--- src/hdl/dacf_cfg.svh ---
`ifndef DACF_CFG_SVH
`define DACF_CFG_SVH

// Register word addresses (byte address = index * 4)
`define DACF_ADDR_STATUS     4'h0
`define DACF_ADDR_IRQ_STAT   4'h1
`define DACF_ADDR_IRQ_MASK   4'h2

// Field positions in cpu_status_flags
`define DACF_BIT_OVF_A       15
`define DACF_BIT_OVF_B       14
`define DACF_BIT_CLIP_A      13
`define DACF_BIT_CLIP_B      12
`define DACF_BIT_OVF_ANY     11
`define DACF_BIT_CLIP_ANY    10

// Interrupt status layout
`define DACF_IRQ_CLIP_A      0
`define DACF_IRQ_CLIP_B      1
`define DACF_IRQ_OVF_A       2
`define DACF_IRQ_OVF_B       3

`define DACF_RST_STATUS      16'h0000
`define DACF_RST_IRQ         4'h0

`endif

--- src/hdl/dacf_pkg.sv ---
package dacf_pkg;
  typedef enum logic [1:0] {BusIdle, BusAck} dacf_bus_e;
  typedef logic [15:0] dacf_word_t;
endpackage

--- src/hdl/dacf_status_flags.sv ---
`timescale 1ns/1ps
`include "dacf_cfg.svh"
// Overview of operation
// - Saturation of accumulator A sets a sticky latch until cleared.
// - Accumulator B saturation sets a sticky latch, held until cleared.
// - A status write with the combined clip bit set loads both clip latches with written values.
// - Writing zero to the combined clip bit clears both clip latches.
module dacf_status_flags (
  // Clock and reset
  input  wire logic        ref_clk,
  input  wire logic        rst,
  // Avalon-MM slave
  input  wire logic [3:0]  avsAddress,
  input  wire logic        avsRead,
  input  wire logic        avsWrite,
  input  wire logic [31:0] avsWriteData,
  input  wire logic [3:0]  avsByteEnable,
  output logic [31:0]      avsReadData,
  output logic             avsWaitRequest,
  output logic [1:0]       avsResponse,
  // Core arithmetic events (same clock)
  input  wire logic        accAOverflow,
  input  wire logic        accBOverflow,
  input  wire logic        accASaturate,
  input  wire logic        accBSaturate,
  // Interrupt
  output logic             irq
);
  // Bus handshake state
  dacf_pkg::dacf_bus_e  state_q;
  dacf_pkg::dacf_bus_e  state_d;
  logic [31:0]          rdata_q;
  logic [31:0]          rdata_d;
  logic [1:0]           resp_q;
  logic [1:0]           resp_d;
  // Flag state
  logic [3:0]           irqStat;
  logic [3:0]           irqMask_q;
  logic [3:0]           irqMask_d;
  logic                 clipA;
  logic                 clipB;
  logic                 ovfA_q;
  logic                 ovfB_q;
  logic                 ovfA_d;
  logic                 ovfB_d;
  dacf_pkg::dacf_word_t statusWord;

  // Transfer decode
  wire busy      = avsRead | avsWrite;
  wire inIdle    = state_q == dacf_pkg::BusIdle;
  wire inAck     = state_q == dacf_pkg::BusAck;
  wire req       = busy & inIdle;
  // Writes land on the completing edge, when the master sees no wait
  wire wrTake    = avsWrite & inAck;
  wire hitStatus = avsAddress == `DACF_ADDR_STATUS;
  wire hitIStat  = avsAddress == `DACF_ADDR_IRQ_STAT;
  wire hitIMask  = avsAddress == `DACF_ADDR_IRQ_MASK;
  wire mapped    = hitStatus | hitIStat | hitIMask;
  wire hiLane    = avsByteEnable[1];
  wire loLane    = avsByteEnable[0];
  wire wrStatHi  = wrTake & hitStatus & hiLane;
  wire wrIStat   = wrTake & hitIStat & loLane;
  wire wrIMask   = wrTake & hitIMask & loLane;

  // Combined clip written as zero clears both latches
  wire clipAnyClr = wrStatHi & ~avsWriteData[`DACF_BIT_CLIP_ANY];
  wire loadClip   = wrStatHi;
  wire loadValA   = avsWriteData[`DACF_BIT_CLIP_A] & ~clipAnyClr;
  wire loadValB   = avsWriteData[`DACF_BIT_CLIP_B] & ~clipAnyClr;

  // Overflow flags latch core events until written; a software write may load them
  wire ovfWrA   = avsWriteData[`DACF_BIT_OVF_A];
  wire ovfWrB   = avsWriteData[`DACF_BIT_OVF_B];
  wire ovfKeepA = wrStatHi ? ovfWrA : ovfA_q;
  wire ovfKeepB = wrStatHi ? ovfWrB : ovfB_q;

  // Core overflow overrides a software clear in the same cycle
  assign ovfA_d = accAOverflow | ovfKeepA;
  assign ovfB_d = accBOverflow | ovfKeepB;

  dacf_sticky_bit u_clipA (
    .ref_clk (ref_clk),
    .rst     (rst),
    .setEvt  (accASaturate),
    .loadEn  (loadClip),
    .loadVal (loadValA),
    .flag    (clipA)
  );

  dacf_sticky_bit u_clipB (
    .ref_clk (ref_clk),
    .rst     (rst),
    .setEvt  (accBSaturate),
    .loadEn  (loadClip),
    .loadVal (loadValB),
    .flag    (clipB)
  );

  always_ff @(posedge ref_clk) begin
    if (rst) begin
      ovfA_q <= 1'b0;
    end else begin
      ovfA_q <= ovfA_d;
    end
  end

  always_ff @(posedge ref_clk) begin
    if (rst) begin
      ovfB_q <= 1'b0;
    end else begin
      ovfB_q <= ovfB_d;
    end
  end

  // Status word: unused bits read as zero
  always_comb begin
    statusWord = `DACF_RST_STATUS;
    statusWord[`DACF_BIT_OVF_A]    = ovfA_q;
    statusWord[`DACF_BIT_OVF_B]    = ovfB_q;
    statusWord[`DACF_BIT_CLIP_A]   = clipA;
    statusWord[`DACF_BIT_CLIP_B]   = clipB;
    statusWord[`DACF_BIT_OVF_ANY]  = ovfA_q | ovfB_q;
    statusWord[`DACF_BIT_CLIP_ANY] = clipA | clipB;
  end

  // Interrupt sources, taken as levels: each high cycle sets its bit
  wire       evtClipA = accASaturate;
  wire       evtClipB = accBSaturate;
  wire       evtOvfA  = accAOverflow;
  wire       evtOvfB  = accBOverflow;
  wire [3:0] evt      = {evtOvfB, evtOvfA, evtClipB, evtClipA};

  // One sticky bit per source; write-one clears, a new event wins
  for (genvar i = 0; i < 4; i++) begin : g_irq
    wire clrBit = wrIStat & avsWriteData[i];

    dacf_sticky_bit u_irqBit (
      .ref_clk (ref_clk),
      .rst     (rst),
      .setEvt  (evt[i]),
      .loadEn  (clrBit),
      .loadVal (1'b0),
      .flag    (irqStat[i])
    );
  end

  assign irqMask_d = wrIMask ? avsWriteData[3:0] : irqMask_q;
  assign irq       = |(irqStat & irqMask_q);

  // Read data chosen at the taking edge and held through the ack cycle
  wire [31:0] rdStatus = {16'h0000, statusWord};
  wire [31:0] rdIStat  = {28'h0000000, irqStat};
  wire [31:0] rdIMask  = {28'h0000000, irqMask_q};
  wire [31:0] rdSel    = !avsRead  ? 32'h0000_0000 :
                         hitStatus ? rdStatus :
                         hitIStat  ? rdIStat :
                         hitIMask  ? rdIMask : 32'h0000_0000;
  // Unmapped words answer with a slave error, writes there are dropped
  wire [1:0]  respSel  = mapped ? 2'h0 : 2'h2;

  always_comb begin
    state_d = state_q;
    rdata_d = rdata_q;
    resp_d  = resp_q;
    case (state_q)
      dacf_pkg::BusIdle: begin
        if (req) begin
          state_d = dacf_pkg::BusAck;
          resp_d  = respSel;
          rdata_d = rdSel;
        end
      end
      dacf_pkg::BusAck: begin
        state_d = dacf_pkg::BusIdle;
      end
      default: begin
        state_d = dacf_pkg::BusIdle;
      end
    endcase
  end

  // Exactly one wait cycle per transfer
  assign avsWaitRequest = busy & ~inAck;
  assign avsReadData    = rdata_q;
  assign avsResponse    = resp_q;

  always_ff @(posedge ref_clk) begin
    if (rst) begin
      state_q <= dacf_pkg::BusIdle;
    end else begin
      state_q <= state_d;
    end
  end

  always_ff @(posedge ref_clk) begin
    if (rst) begin
      rdata_q <= 32'h0000_0000;
    end else begin
      rdata_q <= rdata_d;
    end
  end

  always_ff @(posedge ref_clk) begin
    if (rst) begin
      resp_q <= 2'h0;
    end else begin
      resp_q <= resp_d;
    end
  end

  always_ff @(posedge ref_clk) begin
    if (rst) begin
      irqMask_q <= `DACF_RST_IRQ;
    end else begin
      irqMask_q <= irqMask_d;
    end
  end
endmodule // dacf_status_flags

--- src/hdl/dacf_sticky_bit.sv ---
`timescale 1ns/1ps
`include "dacf_cfg.svh"
// One sticky flag: hardware set wins over any software load.
module dacf_sticky_bit (
  // Clock and reset
  input  wire logic ref_clk,
  input  wire logic rst,
  // Control
  input  wire logic setEvt,
  input  wire logic loadEn,
  input  wire logic loadVal,
  // State
  output logic      flag
);
  logic flag_q;
  logic flag_d;

  assign flag_d = setEvt ? 1'b1 : (loadEn ? loadVal : flag_q);
  assign flag   = flag_q;

  always_ff @(posedge ref_clk) begin
    if (rst) begin
      flag_q <= 1'b0;
    end else begin
      flag_q <= flag_d;
    end
  end
endmodule // dacf_sticky_bit

--- config.mk ---
export PLATFORM = sky130hd
export DESIGN_NAME = dacf_status_flags
export DESIGN_NICKNAME = d
export VERILOG_FILES = /design/src/hdl/dacf_pkg.sv /design/src/hdl/dacf_status_flags.sv /design/src/hdl/dacf_sticky_bit.sv
export VERILOG_INCLUDE_DIRS = /design/src /design/src/hdl
export SDC_FILE = /design/constraint.sdc
export NUM_CORES = 1
export LEC_CHECK = 0
export BUFFER_PORTS_ARGS = -buffer_cell sky130_fd_sc_hd__buf_2
export CAP_MARGIN = 40
export CORE_MARGIN = 4
export CORE_UTILIZATION = 37
export CTS_BUF_LIST = sky130_fd_sc_hd__clkbuf_4 sky130_fd_sc_hd__clkbuf_8 sky130_fd_sc_hd__clkbuf_16
export DETAILED_ROUTE_END_ITERATION = 8
export GPL_ROUTABILITY_DRIVEN = 0
export HOLD_SLACK_MARGIN = 0.08
export PLACE_DENSITY = 0.75
export REMOVE_ABC_BUFFERS = 1
export SYNTH_ARGS = -nofsm -noshare
export SYNTH_HDL_FRONTEND = slang
export SYNTH_SLANG_ARGS = --single-unit
--- constraint.sdc ---
create_clock -name ref_clk -period 1.1 [get_ports ref_clk]
set_input_delay 0.22 -clock ref_clk [delete_from_list [all_inputs] [get_ports ref_clk]]
set_output_delay 0.22 -clock ref_clk [all_outputs]
set_load 0.02 [all_outputs]
**Word level (Yosys, flattened, before mapping)**

Cells that the tools add are included.

- Register bits after elaboration: 47
- Bits of input ports: 48
- Output and inout bits: 36
- Word-level logic and storage cells: 72

- Eq/ne operators: 2
- Mux-type cells: 19
- Bitwise gates (word level): 28
- Reductions and logical operators: 11

Operators with widths:

| kind | count |
|---|---|
| 16-bit 2-to-1 mux | 2 |
| 1-bit bitwise AND | 16 |
| 1-bit 2-to-1 mux | 14 |
| 2-bit nonzero test | 6 |
| 4-bit 2-to-1 mux | 2 |
| 1-bit OR | 7 |
| 4-bit bitwise AND | 1 |
| 4-bit by 1-bit equality test with 1-bit output, second input constant | 1 |
| 4-bit by 2-bit equality test with 1-bit output, second input constant | 1 |
| 4-bit logical NOT | 1 |
| 1-bit inverter | 4 |
| 4-bit OR reduction | 1 |
| 2-bit logical NOT | 1 |
| 2-bit 2-to-1 mux | 1 |
| 2-bit AND reduction | 1 |
| 2-bit OR reduction | 1 |

**Logic depth before layout (Yosys ltp)**

Gate-level depths: netlist (run 1).

- Word-level depth: 8
- Depth in mapped cells: 4
- Depth with buffers taken out: 4

**Cells and area by module**

From an unflattened synthesis (run 1), not the netlist that was laid out.

- Cell total of the unflattened synthesis: 149
- Area total of the unflattened synthesis: 1306.3 sq um

By module, submodules not included:

| module | instances | cells an instance | area an instance (sq um) | sequential area each (sq um) |
|---|---|---|---|---|
| dacf_status_flags | 1 | 125 | 1073.5 | 360.3 |
| dacf_sticky_bit | 6 | 4 | 38.8 | 20.0 |

**Worst setup path after synthesis (run 1)**

Ideal clock, no wire load.

- Path type: register to register
- Start: register state_q[0]
- End: register g_irq[0].u_irqBit.flag_q
- Library setup time: 0.091 ns
- Data arrival time: 1.070 ns
- Data required time: 1.009 ns
- Path slack: -0.061 ns
- Cell stages (with the launch flop): 5
- Path buffers: 1
- Clock period less this slack: 1.161 ns
- Cell sequence: dfxtp_1 and4bb_1 buf_6 and4b_4 a311oi_1

- Cells in the longest elaborated chain, start to end: 5

Ends and longest elaborated chain:

| what | RTL line | text |
|---|---|---|
| start: declaration | dacf_status_flags.sv:30 | `dacf_pkg::dacf_bus_e state_q;` |
| start signal: assignment | dacf_status_flags.sv:189 | `state_q <= dacf_pkg::BusIdle;` |
| start signal: assignment | dacf_status_flags.sv:191 | `state_q <= state_d;` |
| 1-bit bitwise AND | dacf_status_flags.sv:54 | `wire wrTake = avsWrite & inAck;` |
| 1-bit bitwise AND (2 in a row) | dacf_status_flags.sv:62 | `wire wrIStat = wrTake & hitIStat & loLane;` |
| 1-bit bitwise AND | dacf_status_flags.sv:135 | `wire clrBit = wrIStat & avsWriteData[i];` |
| 2-bit nonzero test (no line) | -- |  |
| end signal: assignment | dacf_sticky_bit.sv:25 | `flag_q <= flag_d;` |
| end: declaration | dacf_sticky_bit.sv:15 | `logic flag_q;` |

Every way passes these cells.
A chain may end at the register's enable or synchronous reset.

**Worst setup path after layout (run 1)**

- Start: register state_q[0]
- End: output avsWaitRequest

- Cells in the longest elaborated chain, start to end: 2

Ends and longest elaborated chain:

| what | RTL line | text |
|---|---|---|
| 1-bit inverter | dacf_status_flags.sv:183 | `assign avsWaitRequest = busy & ~inAck;` |
| 1-bit bitwise AND | dacf_status_flags.sv:183 |  |
| end: declaration | dacf_status_flags.sv:19 | `output logic avsWaitRequest,` |

Every way passes these cells.

==> results of run 1 <==
==> worst max-delay path by stage <==
stage | slack, ns | cells past startpoint | endpoint | start
after floorplan | -0.20 | 4 | avsResponse[1] | avsRead
after global placement | -0.15 | 5 | g_irq[1].u_irqBit.flag | avsAddress[2]
after detailed placement | -0.15 | 5 | g_irq[3].u_irqBit.flag | avsAddress[2]
after CTS | -0.23 | 4 | avsWaitRequest | state_q[0]
after global routing | -0.31 | 3 | irq | irqMask_q[2]
final | -0.25 | 4 | avsWaitRequest | state_q[0]
==> where the power goes <==
part	switching [mW]	leakage (nW)	internal [mW]
clock	0.276	0.0279	0.369
sequential	0.0264	0.200	0.901
combinational	0.241	0.558	0.168
total	0.544	0.786	1.44
==> sequential cells by signal, summed over array words and instances, names as in the netlist <==
| signal | cells |
|---|---|
| state_q | 1 |
| u_clipA.flag | 1 |
| u_clipB.flag | 1 |
| g_irq.u_irqBit.flag | 4 |
| avsReadData | 10 |
| ovfB_q | 1 |
| avsResponse | 1 |
| ovfA_q | 1 |
| irqMask_q | 4 |
==> routing by layer <==
layer  wire (um)  share of wire  GRT usage  vias to the layer above
met4          36          0.011    0.02792                        0
li1            -              -          -                      579
met3         261          0.078    0.05442                        6
met2        1642           0.49     0.2342                       50
met1        1391           0.42     0.1921                      556
met5           0              0          0                        -
==> final cells by class <==
type | instances | area, um^2
Inverter | 5 | 18.77
Clock inverter | 1 | 30.03
Tap cell | 44 | 55.05
Fill cell | 299 | 1344
Timing Repair Buffer | 55 | 410.4
Multi-Input combinational cell | 105 | 782.0
Clock buffer | 3 | 22.52
Sequential cell | 24 | 490.5
==> critical path: stages (launching register included) <==
cell and delay [ns]:
dfxtp_2 0.36, buf_6 0.12, o21bai_4 0.16, inv_2 0.07, buf_6 0.11
==> timing repair <==
item	4_1_cts	5_1_grt
hold endpoints to repair	0	1
hold buffers	0	1
cloned	0	0
endpoints found under the setup margin	21	37
buffers inserted	4	3
pin swaps	16	11
gates resized for setup	26	34
==> cell families after synthesis <==
| kind of cell | after synthesis | share of synthesized area |
|---|---|---|
| flip-flops | 24 | 0.3810 |
| other | 1 | 0.002973 |
| AO/OA/AOI/OAI | 42 | 0.2351 |
| buffers and inverters | 35 | 0.1786 |
| AND/OR/NAND/NOR | 40 | 0.2024 |
==> through the flow <==
step / hold slack, ns / util / std cells / TNS [ns]
global route: 0.08026 / 0.5738 / 237 / -5.225
detailed placement: 0.4429 / 0.4750 / 227 / -2.315
floorplan: 0.2891 / - / 134 / -1.208
global placement: 0.4406 / 0.4750 / 227 / -2.124
finish: 0.1075 / 0.5738 / 237 / -3.777
CTS: 0.08918 / 0.5294 / 234 / -2.828
==> cells in the final DEF, fill, tap and decap left out, types with 2 or more instances in the layout <==
cell type / synthesis / layout
nand2_1: 7 / 7
buf_6: 1 / 8
clkbuf_4: 0 / 3
nand3_1: 4 / 2
buf_12: 0 / 2
a211oi_2: 0 / 3
a21oi_1: 12 / 9
o21ai_1: 0 / 2
o21ai_2: 0 / 2
inv_1: 5 / 4
o221ai_2: 0 / 4
nor2_1: 13 / 12
dfxtp_2: 0 / 8
conb_1: 1 / 23
and3b_1: 9 / 9
a311oi_1: 8 / 7
buf_2: 0 / 24
nand3_2: 0 / 2
buf_4: 23 / 20
a32oi_1: 4 / 3
dfxtp_1: 24 / 16
o211ai_1: 2 / 2
a21oi_2: 0 / 3
==> results.md, run 1 <==
- Max frequency: 0.7389 GHz
- Synth Register Bits: 24
- Endpoint with the worst hold slack: g_irq[2].u_irqBit.flag
- Type of the most critical hold path: primary input to flop
- Violations in the final reports: negative setup slack
- Clock buffers created by TritonCTS: 3
- Yosys top cell area share: 0.3810
- Status: finished, violations left
- CTS clk-pin slew, worst paths: 0.14 ns
- Seq/Total Area, Yosys: 0.3810
- Residual overflow from global routing: 0
- Count of cells along the worst register-to-register path: 6
- Largest net degree at the start of global routing: 25
- Initial detailed-routing violation count: 23
- Endpoint of the worst register-to-register path: avsReadData[0]
- Number of synthesis warnings: 0
- Number of failing hold endpoints at the final stage: 0
- Share of the cycle needed by the critical path after routing: 1.230
- Maximum VDD drop: 856.0 uV
- Worst r2r src: state_q[0]
- Hold path depth: 2
- All-Layer GR Usage: 0.1478
- Share of layout cells above drive strength 1: 0.4767
- TritonRoute pass-1 iters: 4
- Number of global-route vias before repair: 1,114
- Minimum clock period after layout: 1.353 ns
- Type of origin of the critical path: flop
- Die area: 4407 um^2
- Initial Util: 0.4000
- Vertical extent of the die: 66.39 um
- Remaining DRCs: 0
- Area after detailed placement: 1498 um^2
- Number of enable flip-flop cells after synthesis: 0
- Setup Skew: 0.006116 ns
- Power per standard cell area: 1095 nW/um^2
- Largest fanout of any net on the critical path: 2
- Most frequent cell after synthesis: dfxtp_1
- Ranking of synthesized cells by area: dfxtp_1 38%, buf_4 14%, and3b_1 6.3%, a311oi_1 5.6%, a21oi_1 4.8%
- Gate count after technology mapping: 142
- Master cell of the clock root buffer: clkbuf_4
- Ys flop type: dfxtp_1
- FFs w/ async S/R, synth: 0
- IO Port Bufs: 35
- Leakage dissipation: 0.7862 nW
- Final setup violation count: 25
- Placeable core region: 3153 um^2
- Critical path capture point type: output pin
- Commonest cells in the synthesized netlist: 24 x dfxtp_1, 23 x buf_4, 13 x nor2_1, 12 x a21oi_1, 9 x and3b_1
- Worst slew pin tran: 0.5189 ns
- Net count reported at finish: 242
- Avg Synthesized Cell Area: 8.882 um^2
- Netlist Area Pre-Place: 1261 um^2
- CTS tree: yes
- Average wire per standard cell: 14.05 um
- Endpoint required time on the critical path: 0.88 ns
- Wirelength, routed: 3.331 mm
- Post-DP HPWL: 2.283 mm
- PnR worst setup slack: -0.2534 ns
- Residual antenna-violating net count after detailed routing: 0
- Antenna cells: 0
- Worst min-delay path startpoint: avsWriteData[2]
- H-tree level count: 1
- Area added between synthesis and finish: 43.45%
- Insertion delay to the later sink of the worst-skew pair: 0.32 ns
- Antenna violations before repair: 0
- WS Path Type: flop to output pin
- Number of distinct library cells after synthesis: 27
- Max-slew violation total from the final report: 0
- Synth area leader: dfxtp_1
- Rel. slew slack: 0.6540
- Pre-CTS worst setup slack: -0.1538 ns
- I/O pin count: 84
- Number of rows in the core area: 20
- Fin area: 1809 um^2
- Drt via density: 5.025
- Power, Total: 1.981 mW
- Via count: 1,191
- Maximum buffer depth of the clock tree: 2
- Clk sink count: 24
- Floorplan die width: 66.39 um
- RSZ-0062 raised after global routing: true
- Global-route wire length before repair: 5.050 mm
- Minimum setup slack among reg-to-reg paths: -0.21 ns
- Worst path arrival time: 1.13 ns
- Max Cap Violations: 0
Note: power is estimated with default switching activity, not from simulation.
==> run 2, diff against run 1 <==
CORE_UTILIZATION = 38   (was 37)
PLACE_DENSITY = 0.76   (was 0.75)
SYNTH_HIERARCHICAL = 1   (was not set)
==> run 2 against run 1 <==
Against the previous run:
- clock skew is 0.00054 ns higher
- largest power group unchanged
- critical path type is now flop to flop
- the run still ends with negative setup slack left
- via count rose by 0.50%
- die area grew 0.74%
- synthesized cell count up 4.9%
- largest cell class unchanged
- synthesized area up 3.6%
- global-route usage is 0.45 points higher
- sequential cell count unchanged
- total power fell by 16%
- sequential power is 0.5% lower
- critical path depth up 1
==> results.md, run 2 <==
- Number of failing hold endpoints at the final stage: 0
- Synth area leader: dfxtp_1
- Global-route wire length before repair: 5.133 mm
- Number of rows in the core area: 21
- Worst path arrival time: 1.60 ns
- Post-DP HPWL: 2.307 mm
- Master cell of the clock root buffer: clkbuf_4
- Initial Util: 0.3915
- Net count reported at finish: 252
- Wirelength, routed: 3.266 mm
- CTS clk-pin slew, worst paths: 0.13 ns
- Commonest cells in the synthesized netlist: 24 x dfxtp_1, 23 x buf_4, 18 x a21oi_1, 8 x and3b_1
- Ranking of synthesized cells by area: dfxtp_1 37%, buf_4 13%, a21oi_1 6.9%, and3b_1 5.4%, mux2i_1 4.6%
- Max Cap Violations: 0
- Number of synthesis warnings: 6
- Synth Register Bits: 24
- TritonRoute pass-1 iters: 4
- RSZ-0062 raised after global routing: true
- Leading cell type in the layout, fill and taps excluded: buf_2
- Largest net degree at the start of global routing: 25
- Most frequent cell after synthesis: dfxtp_1
- Number of flip-flops under the largest register name: 10
- Clk sink count: 24
- Antenna violations before repair: 0
- Average wire per standard cell: 13.17 um
- Number of global-route vias before repair: 1,080
- Setup Skew: 0.006655 ns
- Area added between synthesis and finish: 32.38%
- Floorplan die width: 66.63 um
- Antenna cells: 0
- Largest fanout of any net on the critical path: 4
- Power per standard cell area: 963.7 nW/um^2
- Remaining DRCs: 0
- PnR worst setup slack: -0.3130 ns
- Pre-CTS worst setup slack: -0.3851 ns
- Number of enable flip-flop cells after synthesis: 0
- Gate count after technology mapping: 149
- Maximum buffer depth of the clock tree: 2
- Vertical extent of the die: 66.63 um
- Netlist Area Pre-Place: 1306 um^2
- Initial detailed-routing violation count: 60
- Yosys top cell area share: 0.3678
- Avg Synthesized Cell Area: 8.767 um^2
- Final setup violation count: 20
- WS Path Type: flop to flop
- Drt via density: 4.827
- All-Layer GR Usage: 0.1523
- Max-slew violation total from the final report: 0
- Status: finished, violations left
- Via count: 1,197
- Maximum VDD drop: 462.7 uV
- Crit-path cells: and4bb_2 > and4b_2 > and2_4 > mux2i_1 > a21oi_1
- Residual overflow from global routing: 0
- I/O pin count: 84
- Commonest cells after routing, fill and taps aside: 32 x buf_2, 27 x conb_1, 20 x dfxtp_1
- Violations in the final reports: negative setup slack
- Number of distinct library cells after synthesis: 33
- Max frequency: 0.7077 GHz
- Placeable core region: 3337 um^2
- Total negative slack: -3.448 ns
- Minimum clock period after layout: 1.413 ns
- H-tree level count: 1
- Die area: 4440 um^2
- Share of layout cells above drive strength 1: 0.3911
- Insertion delay to the later sink of the worst-skew pair: 0.31 ns
- Clock buffers created by TritonCTS: 3
- Type of origin of the critical path: flop
- CTS tree: yes
- Hold-fix buffers, CTS: 0
- Type of the most critical hold path: primary input to flop
- Master of the slowest instance on the critical path: dfxtp_2
- IO Port Bufs: 35
- Critical path capture point type: flop
- Residual antenna-violating net count after detailed routing: 0
- Share of the cycle needed by the critical path after routing: 1.285
- Seq/Total Area, Yosys: 0.3678
- Ys flop type: dfxtp_1
- Largest stage delay, worst path: 0.35 ns
- Endpoint required time on the critical path: 1.28 ns
- FFs w/ async S/R, synth: 0
- Leakage dissipation: 0.7810 nW
==> run 2: worst paths after layout <==
kind	cells after the start	endpoint	from	slack, ns
max	5	g_irq[2].u_irqBit/flag	state_q[0]	-0.31
min	3	g_irq[1].u_irqBit/flag	accBSaturate	0.14
max reg2reg	5	g_irq[2].u_irqBit/flag	state_q[0]	-0.31
min reg2reg	2	avsReadData[3]	avsReadData[3]	0.46
==> run 2: per-stage QoR <==
step	utilization	total power [mW]	cells	area (um^2)	hold slack, ns
3_5_place_dp	0.4623	1.247	241	1543	0.4439
4_1_cts	0.5051	1.657	247	1685	0.1350
3_3_place_gp	0.4623	1.242	241	1543	0.4405
6_report	0.5182	1.666	248	1729	0.1383
5_1_grt	0.5182	1.756	248	1729	0.1325
2_1_floorplan	-	1.096	146	1205	0.2891
==> run 2: worst max-delay path: cells and delay by family, from the launching register on <==
| kind | cells | cell delay, ns |
|---|---|---|
| flip-flops | 1 | 0.35 |
| AND/OR/NAND/NOR | 3 | 0.71 |
| multiplexers | 1 | 0.17 |
| AO/OA/AOI/OAI | 1 | 0.07 |
==> run 2: power breakdown <==
part / switching (mW) / internal (mW)
Sequential: 0.0219 / 0.901
Clock: 0.245 / 0.128
Combinational: 0.233 / 0.138
==> run 2: layer usage <==
layer | GRT usage | vias to the layer above | part of all wire
met5 | 0 | - | 0
met4 | 0.04822 | 0 | 0.013
met3 | 0.03541 | 4 | 0.067
met2 | 0.2562 | 47 | 0.49
met1 | 0.1906 | 550 | 0.43
li1 | - | 596 | -
==> run 2: final cells by class <==
class                   instances  area (um^2)
clock buffers                   3        22.52
flip-flops and latches         24        485.5
inverters                       8        30.03
repair buffers                 53        325.3
fillers                       340         1608
multi-input cells             114        808.3
well taps                      46        57.56
==> run 2: repair_timing <==
action	in CTS	in global routing
pin swaps	20	9
endpoints found under the setup margin	25	27
setup buffers	3	2
gates resized for setup	24	7
==> run 2: kinds of logic (layout without fill, tap and decap cells) <==
kind of cell | count (synthesis) | in the layout | synth area share
flops | 24 | 24 | 0.3678
other cells | 1 | 27 | 0.002871
compound gates | 42 | 42 | 0.2059
simple gates | 39 | 39 | 0.2021
mux | 6 | 6 | 0.04598
buf+inv | 37 | 64 | 0.1753
